==> config.mk <==
export PLATFORM = sky130hd
export DESIGN_NAME = bisg_gate
export DESIGN_NICKNAME = d
export VERILOG_FILES = /design/src/verilog/bisg_pkg.sv /design/src/verilog/bisg_gate.sv
export VERILOG_INCLUDE_DIRS = /design/src /design/src/verilog
export SDC_FILE = /design/constraint.sdc
export NUM_CORES = 1
export LEC_CHECK = 0
export BUFFER_PORTS_ARGS = -buffer_cell sky130_fd_sc_hd__buf_2
export CAP_MARGIN = 15
export CORE_MARGIN = 10
export CORE_UTILIZATION = 30
export CTS_CLUSTER_SIZE = 12
export DETAILED_ROUTE_END_ITERATION = 6
export REMOVE_ABC_BUFFERS = 1
export SLEW_MARGIN = 20
export SYNTH_ARGS = -nofsm -noshare
export SYNTH_HDL_FRONTEND = slang
export SYNTH_SLANG_ARGS = --single-unit
==> constraint.sdc <==
create_clock -name sys_clk_in -period 2.95 [get_ports sys_clk_in]
set_clock_uncertainty 0.05 [all_clocks]
set_input_delay 0.59 -clock sys_clk_in [delete_from_list [all_inputs] [get_ports sys_clk_in]]
set_output_delay 0.59 -clock sys_clk_in [all_outputs]
set_load 0.05 [all_outputs]
==> src/verilog/bisg_defs.svh <==
`ifndef BISG_DEFS_SVH
`define BISG_DEFS_SVH
// register byte offsets
`define BISG_REG_CTRL 32'h0000_0000
`define BISG_REG_CFG 32'h0000_0004
`define BISG_REG_DELAY 32'h0000_0008
`define BISG_REG_STATUS 32'h0000_000C
// control field positions
`define BISG_CTRL_RATE_EN 0
// per-channel config fields, channel n at bits n*8
`define BISG_CFG_W 8
`define BISG_CFG_FUNC_EN 0
`define BISG_CFG_RISE 1
`define BISG_CFG_FALL 2
`define BISG_CFG_RETURN 3
// status field positions
`define BISG_STAT_DELAY_RUN 0
`define BISG_STAT_RATE_RUN 1
`define BISG_STAT_LEVEL0 2
`define BISG_STAT_LEVEL1 3
// reset values
`define BISG_CTRL_RST 32'h0000_0000
`define BISG_CFG_RST 32'h0000_0000
`define BISG_DELAY_RST 32'h0000_0000
// timing: clock in MHz, rate window in seconds, delay unit in ms
`define BISG_CLK_MHZ 50
`define BISG_RATE_S 17
`define BISG_RATE_CYC (`BISG_RATE_S * 1000000 * `BISG_CLK_MHZ)
`define BISG_MS_CYC (1000 * `BISG_CLK_MHZ)
// axi response codes
`define BISG_RESP_OKAY 2'h0
`define BISG_RESP_SLVERR 2'h2
`endif

==> src/verilog/bisg_pkg.sv <==
package bisg_pkg;
  // one event per channel towards the telegram generators
  typedef struct packed {
    logic rise;
    logic fall;
    logic on_return;
  } bisg_event_s;
  // startup sequencing states
  typedef enum logic [1:0] {
    BISG_ST_DELAY,
    BISG_ST_RETURN,
    BISG_ST_RUN
  } bisg_state_e;
endpackage

==> src/verilog/bisg_gate.sv <==
`timescale 1ns/1ps
`include "bisg_defs.svh"
// Operation
// - two inputs evaluated independently
// - per-channel choice of edge and return reactions
// - no reaction before start-up delay expires
// - edges during delay dropped, never queued
// - one shared delay for all channels
// - rate limit blocks input telegrams 17 s
// - return reaction skipped if delay ends inside
// - rate limit enable is one global bit
// - cyclic telegrams held by the limit too
// - disabled channel yields nothing at all
// - first cyclic send not before start-up delay expires
module bisg_gate #(
  parameter int unsigned RATE_CYC = `BISG_RATE_CYC,
  parameter int unsigned MS_CYC = `BISG_MS_CYC
) (
  // clock, reset, enable
  input wire logic sys_clk_in,
  input wire logic rst_in,
  input wire logic clk_en_in,
  // bus voltage return event, same clock
  input wire logic bus_return_in,
  // contact pins
  input wire logic [1:0] contact_in,
  // cyclic send request from the generators
  input wire logic [1:0] cyclic_req_in,
  // reaction events to the generators
  output bisg_pkg::bisg_event_s [1:0] event_out,
  output logic [1:0] cyclic_ok_out,
  // axi4-lite write address
  input wire logic [31:0] s_axi_awaddr,
  input wire logic s_axi_awvalid,
  output logic s_axi_awready,
  // axi4-lite write data
  input wire logic [31:0] s_axi_wdata,
  input wire logic [3:0] s_axi_wstrb,
  input wire logic s_axi_wvalid,
  output logic s_axi_wready,
  // axi4-lite write response
  output logic [1:0] s_axi_bresp,
  output logic s_axi_bvalid,
  input wire logic s_axi_bready,
  // axi4-lite read address
  input wire logic [31:0] s_axi_araddr,
  input wire logic s_axi_arvalid,
  output logic s_axi_arready,
  // axi4-lite read data
  output logic [31:0] s_axi_rdata,
  output logic [1:0] s_axi_rresp,
  output logic s_axi_rvalid,
  input wire logic s_axi_rready
);
  // software registers
  logic [31:0] ctrl;
  logic [31:0] cfg;
  logic [31:0] delay_ms;
  // captured write halves
  logic aw_held;
  logic w_held;
  logic [31:0] aw_addr;
  logic [31:0] w_data;
  logic [3:0] w_strb;
  // three-stage pin synchronisers
  logic [1:0] sync1;
  logic [1:0] sync2;
  logic [1:0] sync3;
  logic [1:0] level;
  // startup sequencing
  bisg_pkg::bisg_state_e state;
  logic [31:0] ms_cnt;
  logic [31:0] delay_cnt;
  logic [31:0] rate_cnt;
  logic rate_run;
  logic [31:0] rd_value;
  logic rd_ok;

  // write channel capture in either order
  always_ff @(posedge sys_clk_in) begin
    if (rst_in) begin
      aw_held <= 1'b0;
      w_held <= 1'b0;
      aw_addr <= 32'h0000_0000;
      w_data <= 32'h0000_0000;
      w_strb <= 4'h0;
    end else if (clk_en_in) begin
      if (s_axi_awvalid && s_axi_awready) begin
        aw_held <= 1'b1;
        aw_addr <= s_axi_awaddr;
      end else if (s_axi_bvalid && s_axi_bready) begin
        aw_held <= 1'b0;
      end
      if (s_axi_wvalid && s_axi_wready) begin
        w_held <= 1'b1;
        w_data <= s_axi_wdata;
        w_strb <= s_axi_wstrb;
      end else if (s_axi_bvalid && s_axi_bready) begin
        w_held <= 1'b0;
      end
    end
  end

  // ready flags are registered, high while a half is free
  always_ff @(posedge sys_clk_in) begin
    if (rst_in) begin
      s_axi_awready <= 1'b0;
      s_axi_wready <= 1'b0;
    end else if (clk_en_in) begin
      s_axi_awready <= !aw_held && !(s_axi_awvalid && s_axi_awready);
      s_axi_wready <= !w_held && !(s_axi_wvalid && s_axi_wready);
    end
  end

  // register writes and response once both halves held
  always_ff @(posedge sys_clk_in) begin
    if (rst_in) begin
      ctrl <= `BISG_CTRL_RST;
      cfg <= `BISG_CFG_RST;
      delay_ms <= `BISG_DELAY_RST;
      s_axi_bvalid <= 1'b0;
      s_axi_bresp <= `BISG_RESP_OKAY;
    end else if (clk_en_in) begin
      if (s_axi_bvalid) begin
        if (s_axi_bready) begin
          s_axi_bvalid <= 1'b0;
        end
      end else if (aw_held && w_held) begin
        s_axi_bvalid <= 1'b1;
        s_axi_bresp <= `BISG_RESP_OKAY;
        // one global limit enable and one shared delay
        // global rate enable
        if (aw_addr[7:0] == 8'(`BISG_REG_CTRL)) begin
          for (int b = 0; b < 4; b++) if (w_strb[b]) ctrl[b*8 +: 8] <= w_data[b*8 +: 8];
        end else if (aw_addr[7:0] == 8'(`BISG_REG_CFG)) begin
          for (int b = 0; b < 4; b++) if (w_strb[b]) cfg[b*8 +: 8] <= w_data[b*8 +: 8];
        end else if (aw_addr[7:0] == 8'(`BISG_REG_DELAY)) begin
          for (int b = 0; b < 4; b++) if (w_strb[b]) delay_ms[b*8 +: 8] <= w_data[b*8 +: 8];
        end else if (aw_addr[7:0] == 8'(`BISG_REG_STATUS)) begin
          s_axi_bresp <= `BISG_RESP_OKAY;
        end else begin
          // unmapped
          s_axi_bresp <= `BISG_RESP_SLVERR;
        end
      end
    end
  end

  // read mux
  always_comb begin
    rd_value = 32'h0000_0000;
    rd_ok = 1'b1;
    if (s_axi_araddr[7:0] == 8'(`BISG_REG_CTRL)) begin
      rd_value = ctrl;
    end else if (s_axi_araddr[7:0] == 8'(`BISG_REG_CFG)) begin
      rd_value = cfg;
    end else if (s_axi_araddr[7:0] == 8'(`BISG_REG_DELAY)) begin
      rd_value = delay_ms;
    end else if (s_axi_araddr[7:0] == 8'(`BISG_REG_STATUS)) begin
      rd_value[`BISG_STAT_DELAY_RUN] = (state == bisg_pkg::BISG_ST_DELAY);
      rd_value[`BISG_STAT_RATE_RUN] = rate_run;
      rd_value[`BISG_STAT_LEVEL0] = level[0];
      rd_value[`BISG_STAT_LEVEL1] = level[1];
    end else begin
      rd_ok = 1'b0;
    end
  end

  // read channel, answer one cycle after address taken
  always_ff @(posedge sys_clk_in) begin
    if (rst_in) begin
      s_axi_arready <= 1'b0;
      s_axi_rvalid <= 1'b0;
      s_axi_rdata <= 32'h0000_0000;
      s_axi_rresp <= `BISG_RESP_OKAY;
    end else if (clk_en_in) begin
      if (s_axi_rvalid) begin
        if (s_axi_rready) begin
          s_axi_rvalid <= 1'b0;
        end
        s_axi_arready <= 1'b0;
      end else if (s_axi_arvalid && s_axi_arready) begin
        s_axi_rvalid <= 1'b1;
        s_axi_rdata <= rd_value;
        s_axi_rresp <= rd_ok ? `BISG_RESP_OKAY : `BISG_RESP_SLVERR;
        s_axi_arready <= 1'b0;
      end else begin
        s_axi_arready <= 1'b1;
      end
    end
  end

  // pin synchroniser; level moves when stages two and three agree
  // independent channel sampling
  always_ff @(posedge sys_clk_in) begin
    if (rst_in) begin
      sync1 <= 2'h0;
      sync2 <= 2'h0;
      sync3 <= 2'h0;
      level <= 2'h0;
    end else if (clk_en_in) begin
      sync1 <= contact_in;
      sync2 <= sync1;
      sync3 <= sync2;
      for (int c = 0; c < 2; c++) if (sync2[c] == sync3[c]) level[c] <= sync3[c];
    end
  end

  // start-up delay after reset or bus return
  // hold off reactions
  always_ff @(posedge sys_clk_in) begin
    if (rst_in) begin
      state <= bisg_pkg::BISG_ST_DELAY;
      ms_cnt <= 32'h0000_0000;
      delay_cnt <= 32'h0000_0000;
    end else if (clk_en_in) begin
      if (bus_return_in) begin
        state <= bisg_pkg::BISG_ST_DELAY;
        ms_cnt <= 32'h0000_0000;
        delay_cnt <= 32'h0000_0000;
      end else begin
        case (state)
          bisg_pkg::BISG_ST_DELAY: begin
            if (delay_cnt >= delay_ms) begin
              state <= bisg_pkg::BISG_ST_RETURN;
            end else if (ms_cnt == MS_CYC - 1) begin
              ms_cnt <= 32'h0000_0000;
              delay_cnt <= delay_cnt + 32'h0000_0001;
            end else begin
              ms_cnt <= ms_cnt + 32'h0000_0001;
            end
          end
          bisg_pkg::BISG_ST_RETURN: state <= bisg_pkg::BISG_ST_RUN;
          default: state <= bisg_pkg::BISG_ST_RUN;
        endcase
      end
    end
  end

  // 17 s window after bus return
  // rate window timer
  always_ff @(posedge sys_clk_in) begin
    if (rst_in) begin
      rate_cnt <= 32'h0000_0000;
      rate_run <= 1'b0;
    end else if (clk_en_in) begin
      if (bus_return_in) begin
        rate_cnt <= 32'h0000_0000;
        rate_run <= 1'b1;
      end else if (rate_run) begin
        if (rate_cnt == RATE_CYC - 1) begin
          rate_run <= 1'b0;
        end else begin
          rate_cnt <= rate_cnt + 32'h0000_0001;
        end
      end
    end
  end

  // channel enables, limit window in force, channels past the shared delay and outside the window
  logic [1:0] chan_on;
  logic quiet;
  logic run;
  assign chan_on = {cfg[`BISG_CFG_W + `BISG_CFG_FUNC_EN], cfg[`BISG_CFG_FUNC_EN]};
  assign quiet = ctrl[`BISG_CTRL_RATE_EN] && rate_run;
  assign run = (state == bisg_pkg::BISG_ST_RUN) && !quiet;

  // reaction events; limit also gates the cyclic send grant
  // input and cyclic telegrams gated
  always_ff @(posedge sys_clk_in) begin
    if (rst_in) begin
      event_out <= '0;
      cyclic_ok_out <= 2'h0;
    end else if (clk_en_in) begin
      for (int c = 0; c < 2; c++) begin
        event_out[c].rise <= chan_on[c] && run && cfg[c*`BISG_CFG_W + `BISG_CFG_RISE]
                             && (sync2[c] == sync3[c]) && sync3[c] && !level[c];
        event_out[c].fall <= chan_on[c] && run && cfg[c*`BISG_CFG_W + `BISG_CFG_FALL]
                             && (sync2[c] == sync3[c]) && !sync3[c] && level[c];
        event_out[c].on_return <= chan_on[c] && !quiet && (state == bisg_pkg::BISG_ST_RETURN)
                                  && cfg[c*`BISG_CFG_W + `BISG_CFG_RETURN];
        cyclic_ok_out[c] <= chan_on[c] && run && cyclic_req_in[c];
      end
    end
  end
endmodule // bisg_gate

==> results of run 1 <==
[final cells by class]
class	count	area [sq um]	area share, %
multi-input combinational	1149	6880	44.0
sequential	296	5930	37.9
timing repair buffer	150	930	5.95
clock buffer	49	913	5.84
tap	592	741	4.74
inverter	51	191	1.22
clock inverter	3	43.8	0.280
[kinds of logic after synthesis]
kind of cell             after synthesis  synth area share [%]
buffers and inverters                139                  4.34
adder cells (fa/ha/maj)               35                  3.28
multiplexers                         137                  10.6
AO/OA/AOI/OAI                        335                  14.7
other                                  1                0.0281
XOR/XNOR                              23                  1.51
AND/OR/NAND/NOR                      617                  21.1
flip-flops                           296                  44.3
[timing repair]
action                                  in CTS  in global routing
setup buffers                                0                  2
resized for setup                            0                  7
endpoints found under the setup margin       0                  7
[power groups by stage]
stage | sequential, mW | clock, mW | combinational (mW)
after floorplan | 4.16 | 0 | 0.166
after global placement | 4.14 | 0 | 0.416
after detailed placement | 4.15 | 0 | 0.422
after global routing | 4.06 | 3.99 | 0.465
after CTS | 4.06 | 3.83 | 0.424
final | 4.06 | 3.74 | 0.424
[worst paths after layout]
path	startpoint	to	slack, ns	cells past startpoint
hold reg to reg	aw_addr[1]	aw_addr[1]	0.41	2
hold / removal	cyclic_req_in[0]	cyclic_ok_out[0]	0.21	3
setup / recovery	delay_cnt[0]	delay_cnt[30]	0.18	11
setup reg to reg	delay_cnt[0]	delay_cnt[30]	0.18	11
[critical path: cells and delay by family, from the launching register on]
| family | cells | cell delay, ns |
|---|---|---|
| AO/OA/AOI/OAI | 6 | 1.36 |
| adder cells (fa/ha/maj) | 1 | 0.25 |
| buffers and inverters | 3 | 0.44 |
| AND/OR/NAND/NOR | 1 | 0.14 |
| flip-flops | 1 | 0.38 |
[synthesized netlist by cell type (3+ instances only)]
library cell / number / share of area [%]
buf_2: 8 / 0.30
and4b_1: 3 / 0.22
nand3_1: 40 / 1.5
a21o_1: 4 / 0.22
xnor2_1: 16 / 1.0
clkbuf_1: 66 / 1.9
o41ai_1: 3 / 0.20
nor2b_1: 6 / 0.28
and3_1: 32 / 1.5
nand2_1: 195 / 5.5
o21a_1: 4 / 0.22
a22oi_1: 34 / 1.9
and4_1: 12 / 0.79
buf_4: 3 / 0.17
a21oi_1: 99 / 3.7
a31oi_1: 21 / 0.98
buf_6: 5 / 0.42
nor4_1: 8 / 0.37
o21ai_0: 126 / 4.7
dfxtp_1: 296 / 44
inv_1: 50 / 1.4
nor4b_1: 3 / 0.20
and2_1: 13 / 0.61
nor2_1: 224 / 6.3
mux4_2: 4 / 0.67
nor2_2: 6 / 0.28
or3_1: 8 / 0.37
ha_1: 35 / 3.3
o31ai_1: 19 / 1.1
o21ai_1: 9 / 0.34
nand2b_1: 6 / 0.28
xor2_1: 7 / 0.46
nand4_1: 30 / 1.4
mux2i_1: 132 / 9.9
nor3_1: 18 / 0.67
buf_1: 6 / 0.17
[per-layer routing]
metal	share of wire, %	vias up	GRT usage, %	wire [um]
li1	-	5742	-	-
met1	49	5381	17.4	17100
met4	1.4	0	2.43	499
met2	45	203	20.8	15900
met3	4.4	38	2.28	1530
met5	0	-	0	0
[stage by stage]
stage                     utilization, %  area, sq um  TNS [ns]  instances  total power [mW]
after global placement              33.2        14700         0       2236              4.56
after floorplan                        -        13000    -60.56       1496              4.32
after CTS                           35.4        15600         0       2288              8.31
after global routing                35.4        15600         0       2290              8.51
after detailed placement            33.2        14700         0       2236              4.57
final                               35.4        15600         0       2290              8.22
[placed cells by master (no fill, tap or decap), drive strengths merged, types with 3 or more instances in the layout]
cell    Yosys  layout
nor3       18      18
clkbuf     66      49
mux4        4       4
nor4b       3       3
a21oi      99      99
and3       32      32
dfxtp     296     296
inv        50      51
and4b       3       3
a31oi      21      21
nand3      40      40
o31ai      20      20
xor2        7       7
o21a        4       4
o41ai       5       5
nor4        8       8
ha         35      35
nand4      32      32
nor2      230     230
and2       13      13
o21ai     135     135
or3         8       8
buf        22     150
nand2     195     195
xnor2      16      16
nor2b       6       6
and4       12      12
or4         3       3
mux2i     132     132
nand2b      6       6
a22oi      34      34
a21o        4       4
[registers in the layout (all words and copies together), names as in the netlist, 4 cells and up]
register and count:
delay_ms 32, cfg 32, delay_cnt 32, s_axi_rdata 32, w_strb 4, w_data 32
event_out 6, rate_cnt 32, ms_cnt 32, aw_addr 8, ctrl 32
==> metrics.cfg, run 1 <==
[run_status]
status=finished clean

[sta]
whs_ns=0.213
setup_ws_ns=0.175
finalCritPeriodShare_pct=94.1
fin_crit_ns=2.77
fmaxAchievable_ghz=0.360
final-setup-viol-count=0
rsz0062_at_grt=no
slew_headroom_pct=35.1
hold_viol=0
drv_slew=0
worst_pin_slew_ns=0.973

[hold_path]
hold_class=in2reg

[power]
ir_drop_uv=371
power_density_nw_per_um2=526
switching_share_pct=22.7
p_clk_share_pct=45.5
pwr-share-comb_pct=5.2
power.internal_mw=6.35
leakagePower_nw=5.96
p_sw_mw=1.86
pwr-share-seq_pct=49.4

[clock_tree]
cts.hold.buffers_added=0
cts_buffer_depth=3
clock_latency_ns=0.56
clk_pin_slew_ns=0.06
clock-sinks=296
root_buffer=clkbuf_16
htreeDepth=1
cts_tree=yes
numCtsBuffers=31

[setup_path]
crit_chain=inv_1 > ha_1 > nand2b_1 > a2111o_1 > a32o_1 > o311ai_4 > buf_4 > a31oi_2 > buf_12 > o21ai_1 > o41ai_2
crit_fanout=31
cp_slowest_cell=a2111o_1
cp-start-kind=flop
crit_type=reg2reg
cp.arrival_ns=3.17
worstPathRequired_ns=3.34
worst_setup_path_end_kind=flop
slowest_delay_ns=0.41

[grt]
grt.overflow.total=0
antenna_found_initial=0
grt_pass1_vias=10900
grt_start_max_net_pins=202
grt_use_total_pct=12.7
grt_pass1_wl_um=57600

[routing]
drc=0
drt_iter0_drc=734
avgViaCountPerCell=4.96
antenna_left=0
drt-pass1-iter-count=5
wl_per_cell_um=15.3
wirelength_um=35000
vias=11400

[placement]
place_congestion=0.809
port-buffer-count=111
post-place-ws_ns=0.154
hpwl_um=24500

[cells_and_area]
final_net_count=1827
drive_gt1_share_pct=12.7
n_antenna_cell=0
fillers=4624
syn2layout_area_growth_pct=16.9

[logic_synthesis]
synth.distinct_cells=61
synth_edf_count=0
syn_inst=1583
synth_ff_type=dfxtp_1
yosysWarningCount=0
seq_area_frac_synth_pct=44.3
synthArstFlopShare_pct=0
ys_ff_latch=296
syn_area_per_cell_sq_um=8.44
syn_area_sq_um=13400

[die]
core_sq_um=44100
dieHeight_um=231
pin_count=162
die-area_sq_um=53400
rows=77
start_util_pct=30.3
die_w_um=231

[run]
drv_cap=0

(Power assumes the default switching activity.)
==> inputs of run 2 (changes only) <==
- ABC_AREA: not set -> 1
==> run 2 against run 1 <==
Net effect: clock power up 21%; combinational power increased to 2.9 times the previous value; register-to-register slack gained 0.06 ns; sequential power grew 5.9%; synthesized cell count up 38%; worst hold slack better by 0.015 ns; global-route usage grew 2.8 points; area after synthesis up 12%; sequential cell count stayed put; maximum frequency up 2.1%; wire length rose by 35%.
==> metrics.cfg, run 2 <==
[die]
start_util_pct=30.5  ; +0.19 points
pin_count=162  ; unchanged
die-area_sq_um=59400  ; +11%
die_w_um=244  ; +5.5%
core_sq_um=49300  ; +12%
rows=81  ; +5.2%
dieHeight_um=244  ; +5.5%

[routing]
drc=0  ; unchanged
drt-pass1-iter-count=5  ; unchanged
avgViaCountPerCell=4.99  ; +0.46%
wirelength_um=47200  ; +35%
drt_iter0_drc=1041  ; +42%
wl_per_cell_um=16.0  ; +5.0%
antenna_left=0  ; unchanged
vias=14700  ; +29%

[cells_and_area]
n_antenna_cell=0  ; unchanged
most-common-layout-cells=nand2_1 (441), a21oi_1 (304), dfxtp_1 (296), nor2_1 (200), inv_1 (193)
drive_gt1_share_pct=11.6  ; -1.1 points
fin_util_pct=35.6  ; +0.22 points
final_common_cell=nand2_1
final_net_count=2404  ; +32%
syn2layout_area_growth_pct=16.9  ; about the same
instances_no_fill=2944  ; +29%

[setup_path]
worstRegToRegCells=11  ; unchanged
cp-start-kind=flop
cp_slowest_cell=dfxtp_1
worst_setup_path_end_kind=flop
rrSetupSlack_ns=0.23  ; +0.06 ns
crit_top_cell=a21oi_1
crit_type=reg2reg
crit_fanout=25  ; -19%
crit_chain=ha_1 > a21oi_1 > o21a_1 > a21oi_1 > nor2_1 > nand3_1 > nand2_2 > buf_4 > nand2_1 > nand2_1 > a21oi_1
slowest_delay_ns=0.51  ; +0.10 ns
cp.arrival_ns=3.05  ; -0.12 ns
worstPathRequired_ns=3.28  ; -0.06 ns

[logic_synthesis]
synth_edf_count=0  ; unchanged
synth_top_area_share_pct=39.5  ; -4.9 points
synth.area.top_cells=dfxtp_1 (39%), nand2_1 (11%), a21oi_1 (10%)
yosysWarningCount=0  ; unchanged
syn_area_per_cell_sq_um=6.89  ; -18%
yosysMostFrequentCell=nand2_1
ys_ff_latch=296  ; unchanged
synth_ff_type=dfxtp_1
syn_inst=2179  ; +38%
synthArstFlopShare_pct=0  ; unchanged
seq_area_frac_synth_pct=39.5  ; -4.9 points
synth.distinct_cells=45  ; -26%
syn_area_sq_um=15000  ; +12%
yosys-top-cells-count=nand2_1 (442), a21oi_1 (304), dfxtp_1 (296), nor2_1 (200), inv_1 (193)
synth_top_area_cell=dfxtp_1

[placement]
dp.cells=2883  ; +29%
place_congestion=0.906  ; +12%
hpwl_um=33500  ; +37%
port-buffer-count=111  ; unchanged

[run_status]
status=finished clean

[sta]
worst_pin_slew_ns=0.759  ; -0.214 ns
finalCritPeriodShare_pct=92.1  ; -2.0 points
final-setup-viol-count=0  ; unchanged
whs_ns=0.228  ; +0.0147 ns
drv_slew=0  ; unchanged
hold_viol=0  ; unchanged
fin_crit_ns=2.72  ; -0.0577 ns
setup_tns_ns=0  ; unchanged
slew_headroom_pct=49.4  ; +14 points
fmaxAchievable_ghz=0.368  ; +2.1%
rsz0062_at_grt=no

[clock_tree]
numCtsBuffers=35  ; +13%
cts_buffer_depth=3  ; unchanged
clock-sinks=296  ; unchanged
ctsResizeCount=0  ; unchanged
clk_pin_slew_ns=0.06  ; about the same
root_buffer=clkbuf_16
htreeDepth=2  ; +1
cts_tree=yes
postCtsSetupBuffers=0  ; unchanged
clock_latency_ns=0.54  ; -0.02 ns
cts.hold.buffers_added=0  ; unchanged

[run]
drv_cap=0  ; unchanged

[grt]
grt_pass1_vias=14100  ; +29%
grt.overflow.total=0  ; unchanged
grt_use_total_pct=15.5  ; +2.8 points
antenna_found_initial=0  ; unchanged
grt_start_max_net_pins=83  ; -59%
grt_pass1_wl_um=75800  ; +32%

[power]
leakagePower_nw=6.65  ; +12%
power_density_nw_per_um2=573  ; +8.9%
total_power_mw=10.1  ; +22%
ir_drop_uv=414  ; +11%

[hold_path]
worstHoldPathCells=3  ; unchanged
hold_class=in2reg

[run 2: metal layers]
layer  track usage [%]  up-vias  share of wire [%]
met5                 0        -                  0
met4              5.41        0                2.7
met3              2.30       68                4.3
met2              25.5      297                 45
met1              20.3     6863                 48
li1                  -     7449                  -
[run 2: area by class of cell]
type | instances | area [sq um]
Clock buffer | 49 | 1030
Multi-Input combinational cell | 1570 | 7860
Sequential cell | 296 | 5930
Timing Repair Buffer | 154 | 981
Fill cell | 5353 | 31700
Inverter | 199 | 752
Clock inverter | 12 | 168
Tap cell | 664 | 831
[run 2: through the flow]
stage / setup slack, ns / instance area, sq um
2_1_floorplan: -1.10 / 14500
3_3_place_gp: 0.354 / 16400
3_5_place_dp: 0.335 / 16400
4_1_cts: 0.309 / 17600
5_1_grt: 0.0378 / 17600
6_report: 0.233 / 17600
[run 2: worst paths after layout]
kind	from	to
worst max-delay path	delay_cnt[21]	delay_cnt[23]
worst min-delay path	contact_in[0]	sync1[0]
worst max register to register	delay_cnt[21]	delay_cnt[23]
worst min register to register	aw_addr[5]	aw_addr[5]
[run 2: cell families after synthesis]
family / Yosys count / synth area share [%]
simple gates: 958 / 28.3
compound gates: 543 / 19.0
buf+inv: 314 / 8.43
flops: 296 / 39.5
fa+ha+maj: 35 / 2.92
xor+xnor: 32 / 1.87
other cells: 1 / 0.0250
[run 2: critical path, delay by kind of cell (launching register included)]
kind                       cells  cell delay [ns]
and+or+nand+nor                5             1.00
buffers and inverters          1             0.30
adders and majority gates      1             0.31
AOI/OAI and AO/OA              4             0.38
DFF                            1             0.51
[run 2: report_power, final]
group / internal (mW) / leakage, nW / switching (mW)
Combinational: 0.400 / 3.67 / 0.821
Sequential: 4.14 / 2.40 / 0.166
Clock: 2.79 / 0.583 / 1.74
